### src/input_filter_params.svh
/*
 * Constants for the grouped input debounce filter: timing, codes and widths.
 * Assumes a 250 MHz system clock; included by the package and the filter.
 */
`ifndef INPUT_FILTER_PARAMS_SVH
`define INPUT_FILTER_PARAMS_SVH

`define CLK_PERIOD_PS      4000
`define NUM_INPUTS         12
`define NUM_GROUPS         3
`define CODE_W             2
`define CNT_W              22
// Nominal minimum widths in microseconds.
`define TIME_0MS_US        150
`define TIME_1MS_US        1000
`define TIME_5MS_US        5000
`define TIME_10MS_US       10000
// Cycle counts, least times rounded up; worked in nanoseconds so no product overflows 32 bits.
`define CLK_PERIOD_NS      (`CLK_PERIOD_PS / 1000)
`define CYC_0MS   ((`TIME_0MS_US * 1000 + `CLK_PERIOD_NS - 1) / `CLK_PERIOD_NS)
`define CYC_1MS   ((`TIME_1MS_US * 1000 + `CLK_PERIOD_NS - 1) / `CLK_PERIOD_NS)
`define CYC_5MS   ((`TIME_5MS_US * 1000 + `CLK_PERIOD_NS - 1) / `CLK_PERIOD_NS)
`define CYC_10MS  ((`TIME_10MS_US * 1000 + `CLK_PERIOD_NS - 1) / `CLK_PERIOD_NS)
// Variant codes.
`define VARIANT_SIX        2'h0
`define VARIANT_TEN        2'h1
`define VARIANT_TWELVE     2'h2
`define SETTING_RESET      6'h00

`endif

### src/input_filter_pkg.sv
/*
 * Types for the grouped input debounce filter.
 * Assumes the constants header is on the include path.
 */
`include "input_filter_params.svh"
package input_filter_pkg;
    typedef enum logic [1:0] {
        FILT_0MS  = 2'h0,
        FILT_1MS  = 2'h1,
        FILT_5MS  = 2'h2,
        FILT_10MS = 2'h3
    } filter_code_t;

    typedef struct packed {
        filter_code_t group3;
        filter_code_t group2;
        filter_code_t group1;
    } filter_set_t;
endpackage

### src/grouped_input_debounce_filter.sv
/*
 * Grouped input debounce filter: per-input qualification counters whose length
 * follows a per-group 2-bit setting, with console write and readback ports.
 * Assumes a 250 MHz mclk, raw inputs from pins, console strobes on mclk.
 */
`include "input_filter_params.svh"

// Overview of operation
// Pulses shorter than the group's selected minimum width never reach the output.
// Codes 0,1,2,3 select 0, 1, 5 and 10 ms minimum width.
// Zero setting detects after about 150 us; others at the nominal time.
// Pulses near the nominal time may be accepted or rejected.
// Each group holds its own setting, applied only to its own inputs.
// Group membership follows the six, ten or twelve input variant.
// Settings are written only in program mode, refused in run mode.
// Current settings can be read back in run or program mode.
// The console writes all group settings in one operation.
// After a write both console and device hold the same values.
// Six-input readback reports groups 1 and 2; others report all three.
// Operators should pick 5 or 10 ms in noisy installations.
// Output changes only after the new level holds for the full duration.
module grouped_input_debounce_filter
    import input_filter_pkg::*;
#(
    parameter logic [1:0] VARIANT = `VARIANT_TWELVE  // Input count variant.
) (
    input  wire logic                     mclk,          // System clock, 250 MHz.
    input  wire logic                     rst_n,         // Asynchronous reset, active low.
    input  wire logic [`NUM_INPUTS-1:0]   rawInputs,     // Raw input terminals.
    input  wire logic                     programModeSetting, // High in program mode.
    input  wire logic                     writeStrobe,   // Console write of all groups.
    input  wire filter_set_t              writeData,     // Settings for all groups.
    input  wire logic                     readStrobe,    // Console readback request.
    output logic [`NUM_INPUTS-1:0]        filteredInputs, // Debounced inputs.
    output filter_set_t                   readData,      // Readback settings.
    output logic                          readValid,     // Readback answer pulse.
    output logic                          writeAck,      // Write accepted pulse.
    output logic                          writeRefused   // Write refused pulse.
);

    filter_set_t                   settingReg;
    logic [`NUM_INPUTS-1:0]        sync1Reg;
    logic [`NUM_INPUTS-1:0]        sync2Reg;
    logic [`NUM_INPUTS-1:0]        filtReg;
    logic [`CNT_W-1:0]             cntReg [`NUM_INPUTS];
    filter_set_t                   readReg;
    logic                          readValidReg;
    logic                          writeAckReg;
    logic                          writeRefusedReg;
    wire  logic                    writeAccept;
    wire  filter_set_t             readMasked;

    // A write is taken only in program mode; all groups update together.
    assign writeAccept = writeStrobe & programModeSetting; // see
    // The six-input variant has no group 3, so it reads back as zero.
    assign readMasked = (VARIANT == `VARIANT_SIX) ?
                        {FILT_0MS, settingReg.group2, settingReg.group1} :
                        settingReg;

    // Settings register; the stored copy equals what the console sent.
    always_ff @(posedge mclk or negedge rst_n) begin
        if (!rst_n) begin
            settingReg <= filter_set_t'(`SETTING_RESET);
        end else if (writeAccept) begin
            settingReg <= writeData;
        end
    end

    // Console answers: write handshake and readback in any mode.
    always_ff @(posedge mclk or negedge rst_n) begin
        if (!rst_n) begin
            readReg         <= filter_set_t'(`SETTING_RESET);
            readValidReg    <= 1'b0;
            writeAckReg     <= 1'b0;
            writeRefusedReg <= 1'b0;
        end else begin
            readReg         <= readStrobe ? readMasked : readReg;
            readValidReg    <= readStrobe;
            writeAckReg     <= writeAccept;
            writeRefusedReg <= writeStrobe & ~programModeSetting;
        end
    end

    // Two-flop synchroniser on the raw terminals.
    always_ff @(posedge mclk or negedge rst_n) begin
        if (!rst_n) begin
            sync1Reg <= '0;
            sync2Reg <= '0;
        end else begin
            sync1Reg <= rawInputs;
            sync2Reg <= sync1Reg;
        end
    end

    // Maps an input index to its group for the chosen variant.
    function automatic logic [1:0] groupOf(input int idx);
        logic [1:0] g;
        g = 2'h0;
        unique case (VARIANT)
            `VARIANT_SIX:  g = (idx <= 2) ? 2'h0 : 2'h1;
            `VARIANT_TEN:  g = (idx <= 1) ? 2'h0 : ((idx <= 5) ? 2'h1 : 2'h2);
            default:       g = (idx <= 1) ? 2'h0 : ((idx <= 9) ? 2'h1 : 2'h2);
        endcase
        return g;
    endfunction

    // Maps a code to its qualification length in cycles.
    function automatic logic [`CNT_W-1:0] cyclesOf(input filter_code_t c);
        logic [`CNT_W-1:0] n;
        n = `CNT_W'(`CYC_0MS);
        unique case (c)
            FILT_0MS:  n = `CNT_W'(`CYC_0MS);
            FILT_1MS:  n = `CNT_W'(`CYC_1MS);
            FILT_5MS:  n = `CNT_W'(`CYC_5MS);
            FILT_10MS: n = `CNT_W'(`CYC_10MS);
        endcase
        return n; // see
    endfunction

    // One qualification counter per input.
    genvar i;
    generate
        for (i = 0; i < `NUM_INPUTS; i++) begin : g_in
            wire logic [1:0]        grp;
            wire filter_code_t      code;
            wire logic [`CNT_W-1:0] limit;
            wire logic              differ;
            wire logic              done;
            assign grp    = groupOf(i);
            assign code   = (grp == 2'h0) ? settingReg.group1 :
                            (grp == 2'h1) ? settingReg.group2 : settingReg.group3;
            assign limit  = cyclesOf(code);
            assign differ = sync2Reg[i] ^ filtReg[i];
            assign done   = differ && (cntReg[i] >= limit - `CNT_W'(1));

            // Counts while the new level holds; any reversal restarts.
            always_ff @(posedge mclk or negedge rst_n) begin
                if (!rst_n) begin
                    cntReg[i]  <= '0;
                    filtReg[i] <= 1'b0;
                end else if (!differ || done) begin
                    cntReg[i]  <= '0;
                    filtReg[i] <= done ? sync2Reg[i] : filtReg[i]; // see
                end else begin
                    cntReg[i]  <= cntReg[i] + `CNT_W'(1);
                end
            end

            // A change needs limit consecutive differing cycles; the limit is taken from
            // the cycle before, so a setting written in that same cycle cannot upset it.
            shortPulse_a: assert property (@(posedge mclk) disable iff (!rst_n)
                $changed(filtReg[i]) |-> $past(cntReg[i]) == $past(limit) - `CNT_W'(1))
                else $error("Input changed before its qualification time.");
            reverseRestart_a: assert property (@(posedge mclk) disable iff (!rst_n)
                !differ |=> cntReg[i] == '0)
                else $error("Counter not cleared on reversal.");
            // The filtered level holds still in every cycle that does not qualify.
            filterHold_a: assert property (@(posedge mclk) disable iff (!rst_n)
                !done |=> $stable(filtReg[i]))
                else $error("Filtered level moved without qualification.");
        end
    endgenerate

    assign filteredInputs = filtReg;
    assign readData       = readReg;
    assign readValid      = readValidReg;
    assign writeAck       = writeAckReg;
    assign writeRefused   = writeRefusedReg;

    // Console side: a run-mode write leaves the settings alone and is refused.
    runRefuse_a: assert property (@(posedge mclk) disable iff (!rst_n)
        writeStrobe && !programModeSetting |=> $stable(settingReg) && writeRefused)
        else $error("Write taken in run mode.");
    settingHold_a: assert property (@(posedge mclk) disable iff (!rst_n)
        !writeAccept |=> $stable(settingReg))
        else $error("Settings moved without an accepted write.");
    refusePulse_a: assert property (@(posedge mclk) disable iff (!rst_n)
        !(writeStrobe && !programModeSetting) |=> !writeRefused)
        else $error("Refusal without a run-mode write.");
    ackExclusive_a: assert property (@(posedge mclk) disable iff (!rst_n)
        !(writeAck && writeRefused))
        else $error("Write both accepted and refused.");

    // An accepted write lands whole and is acknowledged exactly once.
    writeTake_a: assert property (@(posedge mclk) disable iff (!rst_n)
        writeAccept |=> settingReg == $past(writeData) && writeAck)
        else $error("Write not stored.");
    ackPulse_a: assert property (@(posedge mclk) disable iff (!rst_n)
        !writeAccept |=> !writeAck)
        else $error("Acknowledge without an accepted write.");

    // Readback answers every request in either mode, then holds until the next one.
    readBack_a: assert property (@(posedge mclk) disable iff (!rst_n)
        readStrobe |=> readValid && readData == $past(readMasked))
        else $error("Readback wrong.");
    readPulse_a: assert property (@(posedge mclk) disable iff (!rst_n)
        !readStrobe |=> !readValid)
        else $error("Readback answer without a request.");
    readHold_a: assert property (@(posedge mclk) disable iff (!rst_n)
        !readStrobe |=> $stable(readData))
        else $error("Readback data moved without a request.");
    sixGroups_a: assert property (@(posedge mclk) disable iff (!rst_n)
        (VARIANT == `VARIANT_SIX) && readValid |-> readData.group3 == FILT_0MS)
        else $error("Six-input readback reports group 3.");

    // Group mapping and count lengths, watched on inputs 0 and 5, whose group is the same in
    // every variant, and on input 11 for the ten millisecond count outside the six-input build.
    groupMap_a: assert property (@(posedge mclk) disable iff (!rst_n)
        g_in[0].code == settingReg.group1)
        else $error("Input 0 not in group 1.");
    groupMid_a: assert property (@(posedge mclk) disable iff (!rst_n)
        g_in[5].code == settingReg.group2)
        else $error("Input 5 not in group 2.");
    zeroCount_a: assert property (@(posedge mclk) disable iff (!rst_n)
        settingReg.group1 == FILT_0MS |-> g_in[0].limit == `CNT_W'(`CYC_0MS))
        else $error("Zero setting has the wrong count.");
    oneCount_a: assert property (@(posedge mclk) disable iff (!rst_n)
        settingReg.group1 == FILT_1MS |-> g_in[0].limit == `CNT_W'(`CYC_1MS))
        else $error("One millisecond setting has the wrong count.");
    fiveCount_a: assert property (@(posedge mclk) disable iff (!rst_n)
        settingReg.group2 == FILT_5MS |-> g_in[5].limit == `CNT_W'(`CYC_5MS))
        else $error("Five millisecond setting has the wrong count.");
    tenCount_a: assert property (@(posedge mclk) disable iff (!rst_n)
        (VARIANT != `VARIANT_SIX) && settingReg.group3 == FILT_10MS |->
            g_in[11].limit == `CNT_W'(`CYC_10MS))
        else $error("Ten millisecond setting has the wrong count.");

endmodule

### config.mk
export PLATFORM = sky130hd
export DESIGN_NAME = grouped_input_debounce_filter
export DESIGN_NICKNAME = d
export VERILOG_FILES = /design/src/input_filter_pkg.sv /design/src/grouped_input_debounce_filter.sv
export VERILOG_INCLUDE_DIRS = /design/src
export SDC_FILE = /design/constraint.sdc
export NUM_CORES = 1
export LEC_CHECK = 0
export BUFFER_PORTS_ARGS = -buffer_cell sky130_fd_sc_hd__buf_2
export CAP_MARGIN = 20
export CORE_UTILIZATION = 55
export CTS_BUF_LIST = sky130_fd_sc_hd__clkbuf_8
export DETAILED_ROUTE_END_ITERATION = 12
export PLACE_DENSITY = 0.75
export SYNTH_ARGS = -nofsm -noshare
export SYNTH_HDL_FRONTEND = slang
export SYNTH_SLANG_ARGS = --single-unit
### constraint.sdc
create_clock -name mclk -period 2.97 [get_ports mclk]
set_input_delay 0.297 -clock mclk [delete_from_list [all_inputs] [get_ports mclk]]
set_output_delay 0.297 -clock mclk [all_outputs]
set_load 0.005 [all_outputs]
==> Word level (Yosys, flattened, before mapping) <==
Cells that the tools add are included.
{ "totals": {"register_bits": 315, "inputBits": 23} }
{ "op_classes": {"addsub": 15, "magnitude_cmp": 12, "eq_ne": 9, "muxes": 15, "bitwise_logic": 15, "reduce_logical": 51} }
{ "ops": {"columns": ["operator", "n"], "rows": [
  ["22-bit by 1-bit adder with 22-bit output, second input constant", 12],
  ["22-bit greater-or-equal comparator", 12],
  ["22-bit two-way mux", 12],
  ["22-bit one-hot mux with 4 select lines", 3],
  ["22-bit by 1-bit subtractor with 22-bit output, second input constant", 3],
  ["2-bit AND reduction", 12],
  ["2-bit == test, second input constant", 6],
  ["1-bit logical AND", 12],
  ["1-bit zero test", 12],
  ["1-bit logical OR", 12],
  ["1-bit bitwise XOR", 12],
  ["2-bit by 1-bit == test with 1-bit output, second input constant", 3],
  ["2-bit zero test", 3],
  ["1-bit AND", 2],
  ["1-bit inverter", 1]
]} }

==> Logic depth before layout (Yosys ltp) <==
Gate-level depths: netlist of the first run.
{ "depth": {"depth_word": 7, "ltp_mapped": 12} }

==> Worst setup path after synthesis of the first run <==
Ideal clock, no wire load.
{ "synth_path": {"path_type": "register -> register", "from": "reg settingReg, in the netlist g_in[2].code[1]", "to": "reg filtReg[2] (netlist: filteredInputs[2])", "arrival_time_ps": 3049, "required_time_ps": 2842, "setup_slack_ps": -207, "path_stages_with_launch": 9, "path_cell_list": "dfrtp_1 > ha_1 > inv_1 > ha_1 > nand4_1 > or2_1 > or4_1 > o221ai_1 > mux2_1"} }
{ "synth_between": {"elab_chain_cells": 7} }
{ "synth_lines": {"columns": ["element", "line_no", "text"], "rows": [
  ["start, declared", "grouped_input_debounce_filter.sv:41", "filter_set_t settingReg;"],
  ["start signal, assigned", "grouped_input_debounce_filter.sv:63", "settingReg <= filter_set_t'(`SETTING_RESET);"],
  ["start signal, assigned", "grouped_input_debounce_filter.sv:65", "settingReg <= writeData;"],
  ["2-bit == test (tied with other cells)", "grouped_input_debounce_filter.sv:111", "unique case (c)"],
  ["22-bit one-hot mux with 4 select lines *", "grouped_input_debounce_filter.sv:111", null],
  ["22-bit by 1-bit subtractor with 22-bit output *", "grouped_input_debounce_filter.sv:134", "assign done = differ && (cntReg[i] >= limit - `CNT_W'(1));"],
  ["22-bit greater-or-equal comparator *", "grouped_input_debounce_filter.sv:134", null],
  ["1-bit logical AND *", "grouped_input_debounce_filter.sv:134", null],
  ["1-bit logical OR", "grouped_input_debounce_filter.sv:141", "end else if (!differ || done) begin"],
  ["2-bit AND reduction (no source line) *", null, null],
  ["end signal, assigned by index", "grouped_input_debounce_filter.sv:143", "filtReg[i] <= done ? sync2Reg[i] : filtReg[i];"],
  ["end, declared", "grouped_input_debounce_filter.sv:44", "logic [`NUM_INPUTS-1:0] filtReg;"]
]} }
Mark *: on every way between the ends. The rest lies on a longest branch, timed or not. The select of a mux whose other input is x is not followed.
A chain may end at the register's enable or synchronous reset.

==> Worst setup path after layout of the first run <==
{ "layout_path": {"from": "reg settingReg, in the netlist g_in[2].code[1]", "to": "reg filtReg[5] (netlist: filteredInputs[5])"} }
Same word-level chain as after synthesis.

==> reports/metrics.yaml, run 1 <==
clocking:
  clock_path_buffers: 3
  worstSkewPairLatency_ns: 0.64
  cts.htree.levels: 2
  clk_pin_slew_worst_paths_ns: 0.06
  cts_sinks: 315
  cts_tree: "built"
  cts_buffers: 55
  root_buffer: "clkbuf_8"
routing:
  finalWirelength_mm: 44.65
  vias_per_cell: 5.863
  firstDrtPassIters: 6
  wl_per_cell_um: 16.73
  route.detailed.drc: 0
  initialDrtViolationCount: 868
  postRouteAntennaNets: 0
  vias: 15640
placement:
  post_dp_cell_area_um2: 21150
  place_hpwl_mm: 31.26
  portBuffers: 43
  dp_slack_ns: -0.1645
  place_inst: 2542
  gp_congestion: 0.8730
timing:
  rsz0062_at_grt: "true"
  skew_ns: 0.02714
  hold_viol: 0
  drv_slew: 0
  relSlewSlack: 0.4329
  worst_slack_ns: 0.06641
  tightest_slew_ns: 0.8429
  setup_viol: 0
  min_period_ns: 2.904
  fin_crit_sh: 0.9776
  fmax_mhz: 344.4
critical_path:
  critPathBufInv: 4
  cp.arrival_ns: 3.40
  crit_top_cell: "o211ai_1"
  r2r-start: "g_in[2].code[1]$_DFFE_PN0P_"
  path_cells: "buf_12 > ha_4 > clkinvlp_4 > buf_4 > ha_1 > and4_1 > and2_1 > a32oi_2 > o211ai_1 > clkbuf_4 > o211ai_1"
  crit_fanout: 15
  critPathKind: "reg2reg"
  setup.worst_path.start_class: "register"
  worstPathRequired_ns: 3.46
  worstSetupStartpoint: "g_in[2].code[1]$_DFFE_PN0P_"
  critPathSlowestCell: "dfrtp_2"
  cp_top_family: "buffers and inverters"
  worstSetupEndpointType: "register"
  slowest_delay_ns: 0.38
pwr:
  leakagePower_nw: 10.54
  power.total_mw: 9.554
  powerDensity_nw_per_um2: 421.4
  vdd_drop_max_mv: 0.3029
floorplan:
  initial_utilization: 0.5583
  fp-row-count: 69
  ios: 44
  die_w_um: 192.0
  fp.dieH_um: 192.0
  core_area_um2: 35570
  die_area_um2: 36870
worst_hold_path:
  min_path_type: "in2reg"
  hp-start: "writeData[3]"
final_layout:
  syn2layout_area_growth_pct: 14.17
  fin_nets: 2453
  antenna_cells: 0
  fillers: 2835
  multi_input_area_um2: 11840
  layout-drive-gt1-share: 0.1214
  fin_cells: 2668
  fin_area_um2: 22670
  seqCellArea_um2: 7885
grt:
  grt_pass1_vias: 15420
  grt_pass1_wl_mm: 74.43
  overflow: 0
  grt_max_degree: 82
  antenna_found_initial: 0
  track_usage: 0.2474
synth:
  synth.largest_area_cell: "dfrtp_1"
  postSynthCellCount: 2002
  synth_edf_count: 0
  ys_seq_elements: 315
  async_reset_ff_frac: 1.000
  yosys_warnings: 0
  synth-main-ff-cell: "dfrtp_1"
  synth_common_cells: "315 x dfrtp_1, 261 x ha_1, 214 x nor3_1"
  synth.area.top_cells: "dfrtp_1 40%, ha_1 16%, xnor2_1 6.2%"
  synth_area_um2: 19860
  synth.avg_cell_area_um2: 9.919
  synth_top_area_share: 0.3970
  yosysMostFrequentCell: "dfrtp_1"
  yosysSeqAreaShare: 0.3970
  synth_cell_type_count: 63
flow_run:
  maxCapViolCount: 0
run_status:
  status: "completed"
-- cell usage in the layout, fill, tap and decap left out, types with 57 or more instances in the layout --
| cell | instances |
|---|---|
| a21oi_1 | 74 |
| buf_4 | 57 |
| clkbuf_8 | 67 |
| dfrtp_1 | 313 |
| ha_1 | 254 |
| inv_1 | 83 |
| nand2_1 | 127 |
| nand3_1 | 104 |
| nand4_1 | 71 |
| nor2_1 | 122 |
| nor3_1 | 206 |
| xnor2_1 | 140 |
| xor2_1 | 111 |
-- logic make-up after synthesis --
kind of cell	count (synthesis)	synth area share
fa+ha+maj	261	0.1645
simple gates	814	0.2201
buf+inv	113	0.02281
mux	11	0.006238
flops	315	0.3970
xor+xnor	252	0.1111
other cells	1	0.0001888
compound gates	235	0.07813
-- what timing repair did --
action,in CTS,in global routing
endpoints found under the hold margin,81,0
endpoints found under the setup margin,113,148
hold buffers,21,0
pin swaps,0,5
setup buffers,0,8
gates resized for setup,4,23
gates cloned,0,2
-- registers in the layout (all words and copies together) (netlist names) --
| signal | flops |
|---|---|
| filteredInputs | 12 |
| writeRefused | 1 |
| readData | 6 |
| cntReg | 264 |
| readValid | 1 |
| sync2Reg | 12 |
| writeAck | 1 |
| sync1Reg | 12 |
| g_in.code | 6 |
-- path summary, 6_finish.rpt --
kind | end | slack (ns) | cells past startpoint
worst max-delay path | filteredInputs[5]$_DFFE_PN0P_ | 0.07 | 11
max in group asynchronous | g_in[0].code[0]$_DFFE_PN0P_ | 1.77 | 3
worst min-delay path | g_in[2].code[1]$_DFFE_PN0P_ | 0.06 | 3
min in group asynchronous | sync1Reg[3]$_DFF_PN0_ | 0.18 | 2
worst max register to register | filteredInputs[5]$_DFFE_PN0P_ | 0.07 | 11
worst min register to register | sync2Reg[8]$_DFF_PN0_ | 0.35 | 0
-- tightest hold or removal path, delay by kind of cell --
| kind | cells | cell delay (ns) |
|---|---|---|
| AND/OR/NAND/NOR | 1 | 0.13 |
| AO/OA/AOI/OAI | 1 | 0.13 |
| buffers and inverters | 1 | 0.08 |
-- metrics by stage --
stage / setup TNS (ns) / utilization / hold slack (ns)
2_1_floorplan: -1.541 / - / 0.001409
3_3_place_gp: -3.400 / 0.5947 / 0.2747
3_5_place_dp: -8.612 / 0.5947 / 0.2840
4_1_cts: 0 / 0.6310 / 0.007706
5_1_grt: -1.827 / 0.6374 / 0.02090
6_report: 0 / 0.6374 / 0.06198
-- layer usage --
layer,share of wire,vias up,track usage
met5,0,-,0
li1,-,7578,-
met4,0.026,0,0.08025
met3,0.042,88,0.04148
met2,0.48,284,0.4042
met1,0.46,7693,0.3339
-- cell type report --
type	instances	share of cell area
inverter	65	0.01093
timing repair buffer	134	0.04746
tap	461	0.02544
clock buffer	67	0.04067
sequential	315	0.3478
clock inverter	28	0.005464
multi-input combinational	1598	0.5222
-- where the power goes --
part           internal (mW)  leakage [nW]  switching [mW]
clock                   2.02         0.607            1.80
sequential              4.38          4.29          0.0843
combinational          0.501          5.64           0.768
Power figures use the tool's default switching activity.
==> run 2, diff against run 1 <==
- clock period: 2.97 -> 2.5 ns (I/O delays scaled with it)
==> run 2 against run 1 <==
Compared with the run above:
- the run now ends with setup timing left
- critical endpoint is now cntReg[144]$_DFF_PN0_
- combinational power rose by 72%
- wire length rose by 21%
- final area rose by 14%
- flip-flop and latch count did not move
==> reports/metrics.yaml, run 2 (synthesized netlist as in run 1, its figures left out) <==
routing:
  vias_per_cell: 6.007  # +2.5%
  firstDrtPassIters: 5  # -1
  finalWirelength_mm: 53.91  # +21%
  vias: 16930  # +8.2%
  wl_per_cell_um: 19.13  # +14%
  route.detailed.drc: 0  # unchanged
  postRouteAntennaNets: 0  # unchanged
  initialDrtViolationCount: 1115  # +28%
timing:
  setup_viol: 237  # +237
  tightest_slew_ns: 0.6967  # -0.1462 ns
  whs_ns: 0.08694  # +0.02496 ns
  relSlewSlack: 0.5355  # +0.1026
  fmax_mhz: 349.8  # +1.6%
  rsz0062_at_grt: "true"
  min_period_ns: 2.859  # -0.04475 ns
  tns_ns: -45.51  # -45.51 ns
  worst_slack_ns: -0.3588  # -0.4253 ns
  fin_crit_sh: 1.144  # +0.1659
  skew_ns: 0.03266  # +0.005524 ns
  drv_slew: 0  # unchanged
  hold_viol: 0  # unchanged
worst_hold_path:
  min_path_type: "in2reg"
critical_path:
  worstSetupEndpointType: "register"
  worstPathRequired_ns: 3.06  # -0.40 ns
  crit_fanout: 5  # -10
  critPathKind: "reg2reg"
  r2r_slack_ns: -0.36  # -0.43 ns
  setup.worst_path.start_class: "register"
  cp.arrival_ns: 3.42  # +0.02 ns
final_layout:
  top_register: "cntReg"
  largest_register_ffs: 264  # unchanged
  antenna_cells: 0  # unchanged
  fin_nets: 2594  # +5.7%
  fin_area_um2: 25830  # +14%
  layout-drive-gt1-share: 0.2690  # +0.1476
  final_cell_mix: "311 x dfrtp_1, 216 x ha_1, 149 x buf_4"
  fillers: 2355  # -17%
  syn2layout_area_growth_pct: 30.07
  layout_commonest_cell: "dfrtp_1"
clocking:
  root_buffer: "clkbuf_8"
  cts.htree.levels: 2  # unchanged
  cts_buffers: 57  # +3.6%
  cts_tree: "built"
  worstSkewPairLatency_ns: 0.66  # +0.02 ns
  clk_pin_slew_worst_paths_ns: 0.06  # about the same
  clock_path_buffers: 3  # unchanged
  cts_sinks: 315  # unchanged
floorplan:
  ios: 44  # unchanged
  die_area_um2: 36870  # unchanged
  fp.dieH_um: 192.0  # unchanged
  core_area_um2: 35570  # unchanged
  fp-row-count: 69  # unchanged
  initial_utilization: 0.5583  # unchanged
  die_w_um: 192.0  # unchanged
run_status:
  violations: "setup timing"
  status: "finished with violations"
placement:
  post_dp_cell_area_um2: 22060  # +4.3%
  place_hpwl_mm: 32.87  # +5.1%
  portBuffers: 43  # unchanged
  gp_congestion: 0.8403  # -3.7%
grt:
  grt_pass1_vias: 16610  # +7.7%
  globalRouteMet3Util: 0.04020  # -0.001279
  use_met1: 0.3508  # +0.01691
  antenna_found_initial: 0  # unchanged
  grt-busiest-layer: "met2"
  grt_max_degree: 81  # -1.2%
  grt_pass1_wl_mm: 80.17  # +7.7%
  met2_usage: 0.4424  # +0.03818
  track_usage: 0.2682  # +0.02083
  overflow: 0  # unchanged
pwr:
  vdd_drop_max_mv: 0.5192  # +71%
  powerDensity_nw_per_um2: 507.9  # +21%
  leakagePower_nw: 11.54  # +9.5%
flow_run:
  maxCapViolCount: 0  # unchanged
[run 2: cell count changes in the layout (fill, tap and decap cells not counted), sizes merged]
cell,before,now
buf,112,249
bufinv,0,7
clkbuf,68,73
clkinv,6,9
inv,83,81
dlygate4sd3,21,22
o22ai,3,2
[run 2: metal layers]
layer | wire (µm) | part of all wire
met5 | 0 | 0
met4 | 1827 | 0.034
met3 | 2588 | 0.048
met2 | 27060 | 0.50
met1 | 22430 | 0.42
[run 2: cell type report]
class                      instances  area [µm²]  area share
clock buffer                      70       963.4     0.03730
sequential                       315        7888      0.3054
tap                              461       576.8     0.02233
multi-input combinational       1597       13310      0.5154
timing repair buffer             274        2475     0.09581
inverter                          65       269.0     0.01041
clock inverter                    36       346.6     0.01342
[run 2: what timing repair did]
| item | 4_1_cts | 5_1_grt |
|---|---|---|
| resized for setup | 103 | 269 |
| pin swaps | 32 | 145 |
| hold buffers | 22 | 0 |
| endpoints found under the hold margin | 93 | 0 |
| setup endpoints to repair | 266 | 276 |
| buffers inserted | 15 | 19 |
| cloned | 6 | 8 |
[run 2: worst paths after layout]
check                                            start                           end  cells past startpoint
min in group asynchronous                        rst_n         cntReg[192]$_DFF_PN0_                      2
hold reg to reg                  sync1Reg[4]$_DFF_PN0_         sync2Reg[4]$_DFF_PN0_                      0
hold / removal                             writeStrobe            writeAck$_DFF_PN0_                      3
max in group asynchronous                        rst_n  g_in[10].code[1]$_DFFE_PN0P_                      3
setup reg to reg           g_in[2].code[1]$_DFFE_PN0P_         cntReg[144]$_DFF_PN0_                     13
setup / recovery           g_in[2].code[1]$_DFFE_PN0P_         cntReg[144]$_DFF_PN0_                     13
[run 2: report_power, final]
| part | internal (mW) | switching, mW | total [mW] | leakage [nW] |
|---|---|---|---|---|
| Sequential | 5.20 | 0.108 | 5.31 | 4.29 |
| Combinational | 0.993 | 1.20 | 2.19 | 6.52 |
| Clock | 3.26 | 2.36 | 5.62 | 0.733 |
[run 2: metrics by stage]
| step | total power [mW] | utilization | std cells | setup WS [ns] |
|---|---|---|---|---|
| final | 13.12 | 0.7262 | 2818 | -0.3588 |
| after global routing | 13.63 | 0.7262 | 2818 | -0.4638 |
| after CTS | 12.77 | 0.6814 | 2792 | -0.2213 |
| after detailed placement | 7.048 | 0.6203 | 2643 | -0.3635 |
| after global placement | 6.957 | 0.6203 | 2643 | -0.1937 |
| after floorplan | 6.160 | - | 2025 | -0.5881 |
[run 2: worst max-delay path, stage by stage, from the launching register on]
cell and delay (ns):
dfrtp_2 0.40, inv_2 0.07, ha_4 0.28, nand2_4 0.06, xnor2_4 0.16, nor2_4 0.16, buf_12 0.14, ha_4 0.19
and4_1 0.17, and2_4 0.13, a32oi_2 0.24, o211ai_1 0.28, buf_4 0.26, nor3_2 0.18
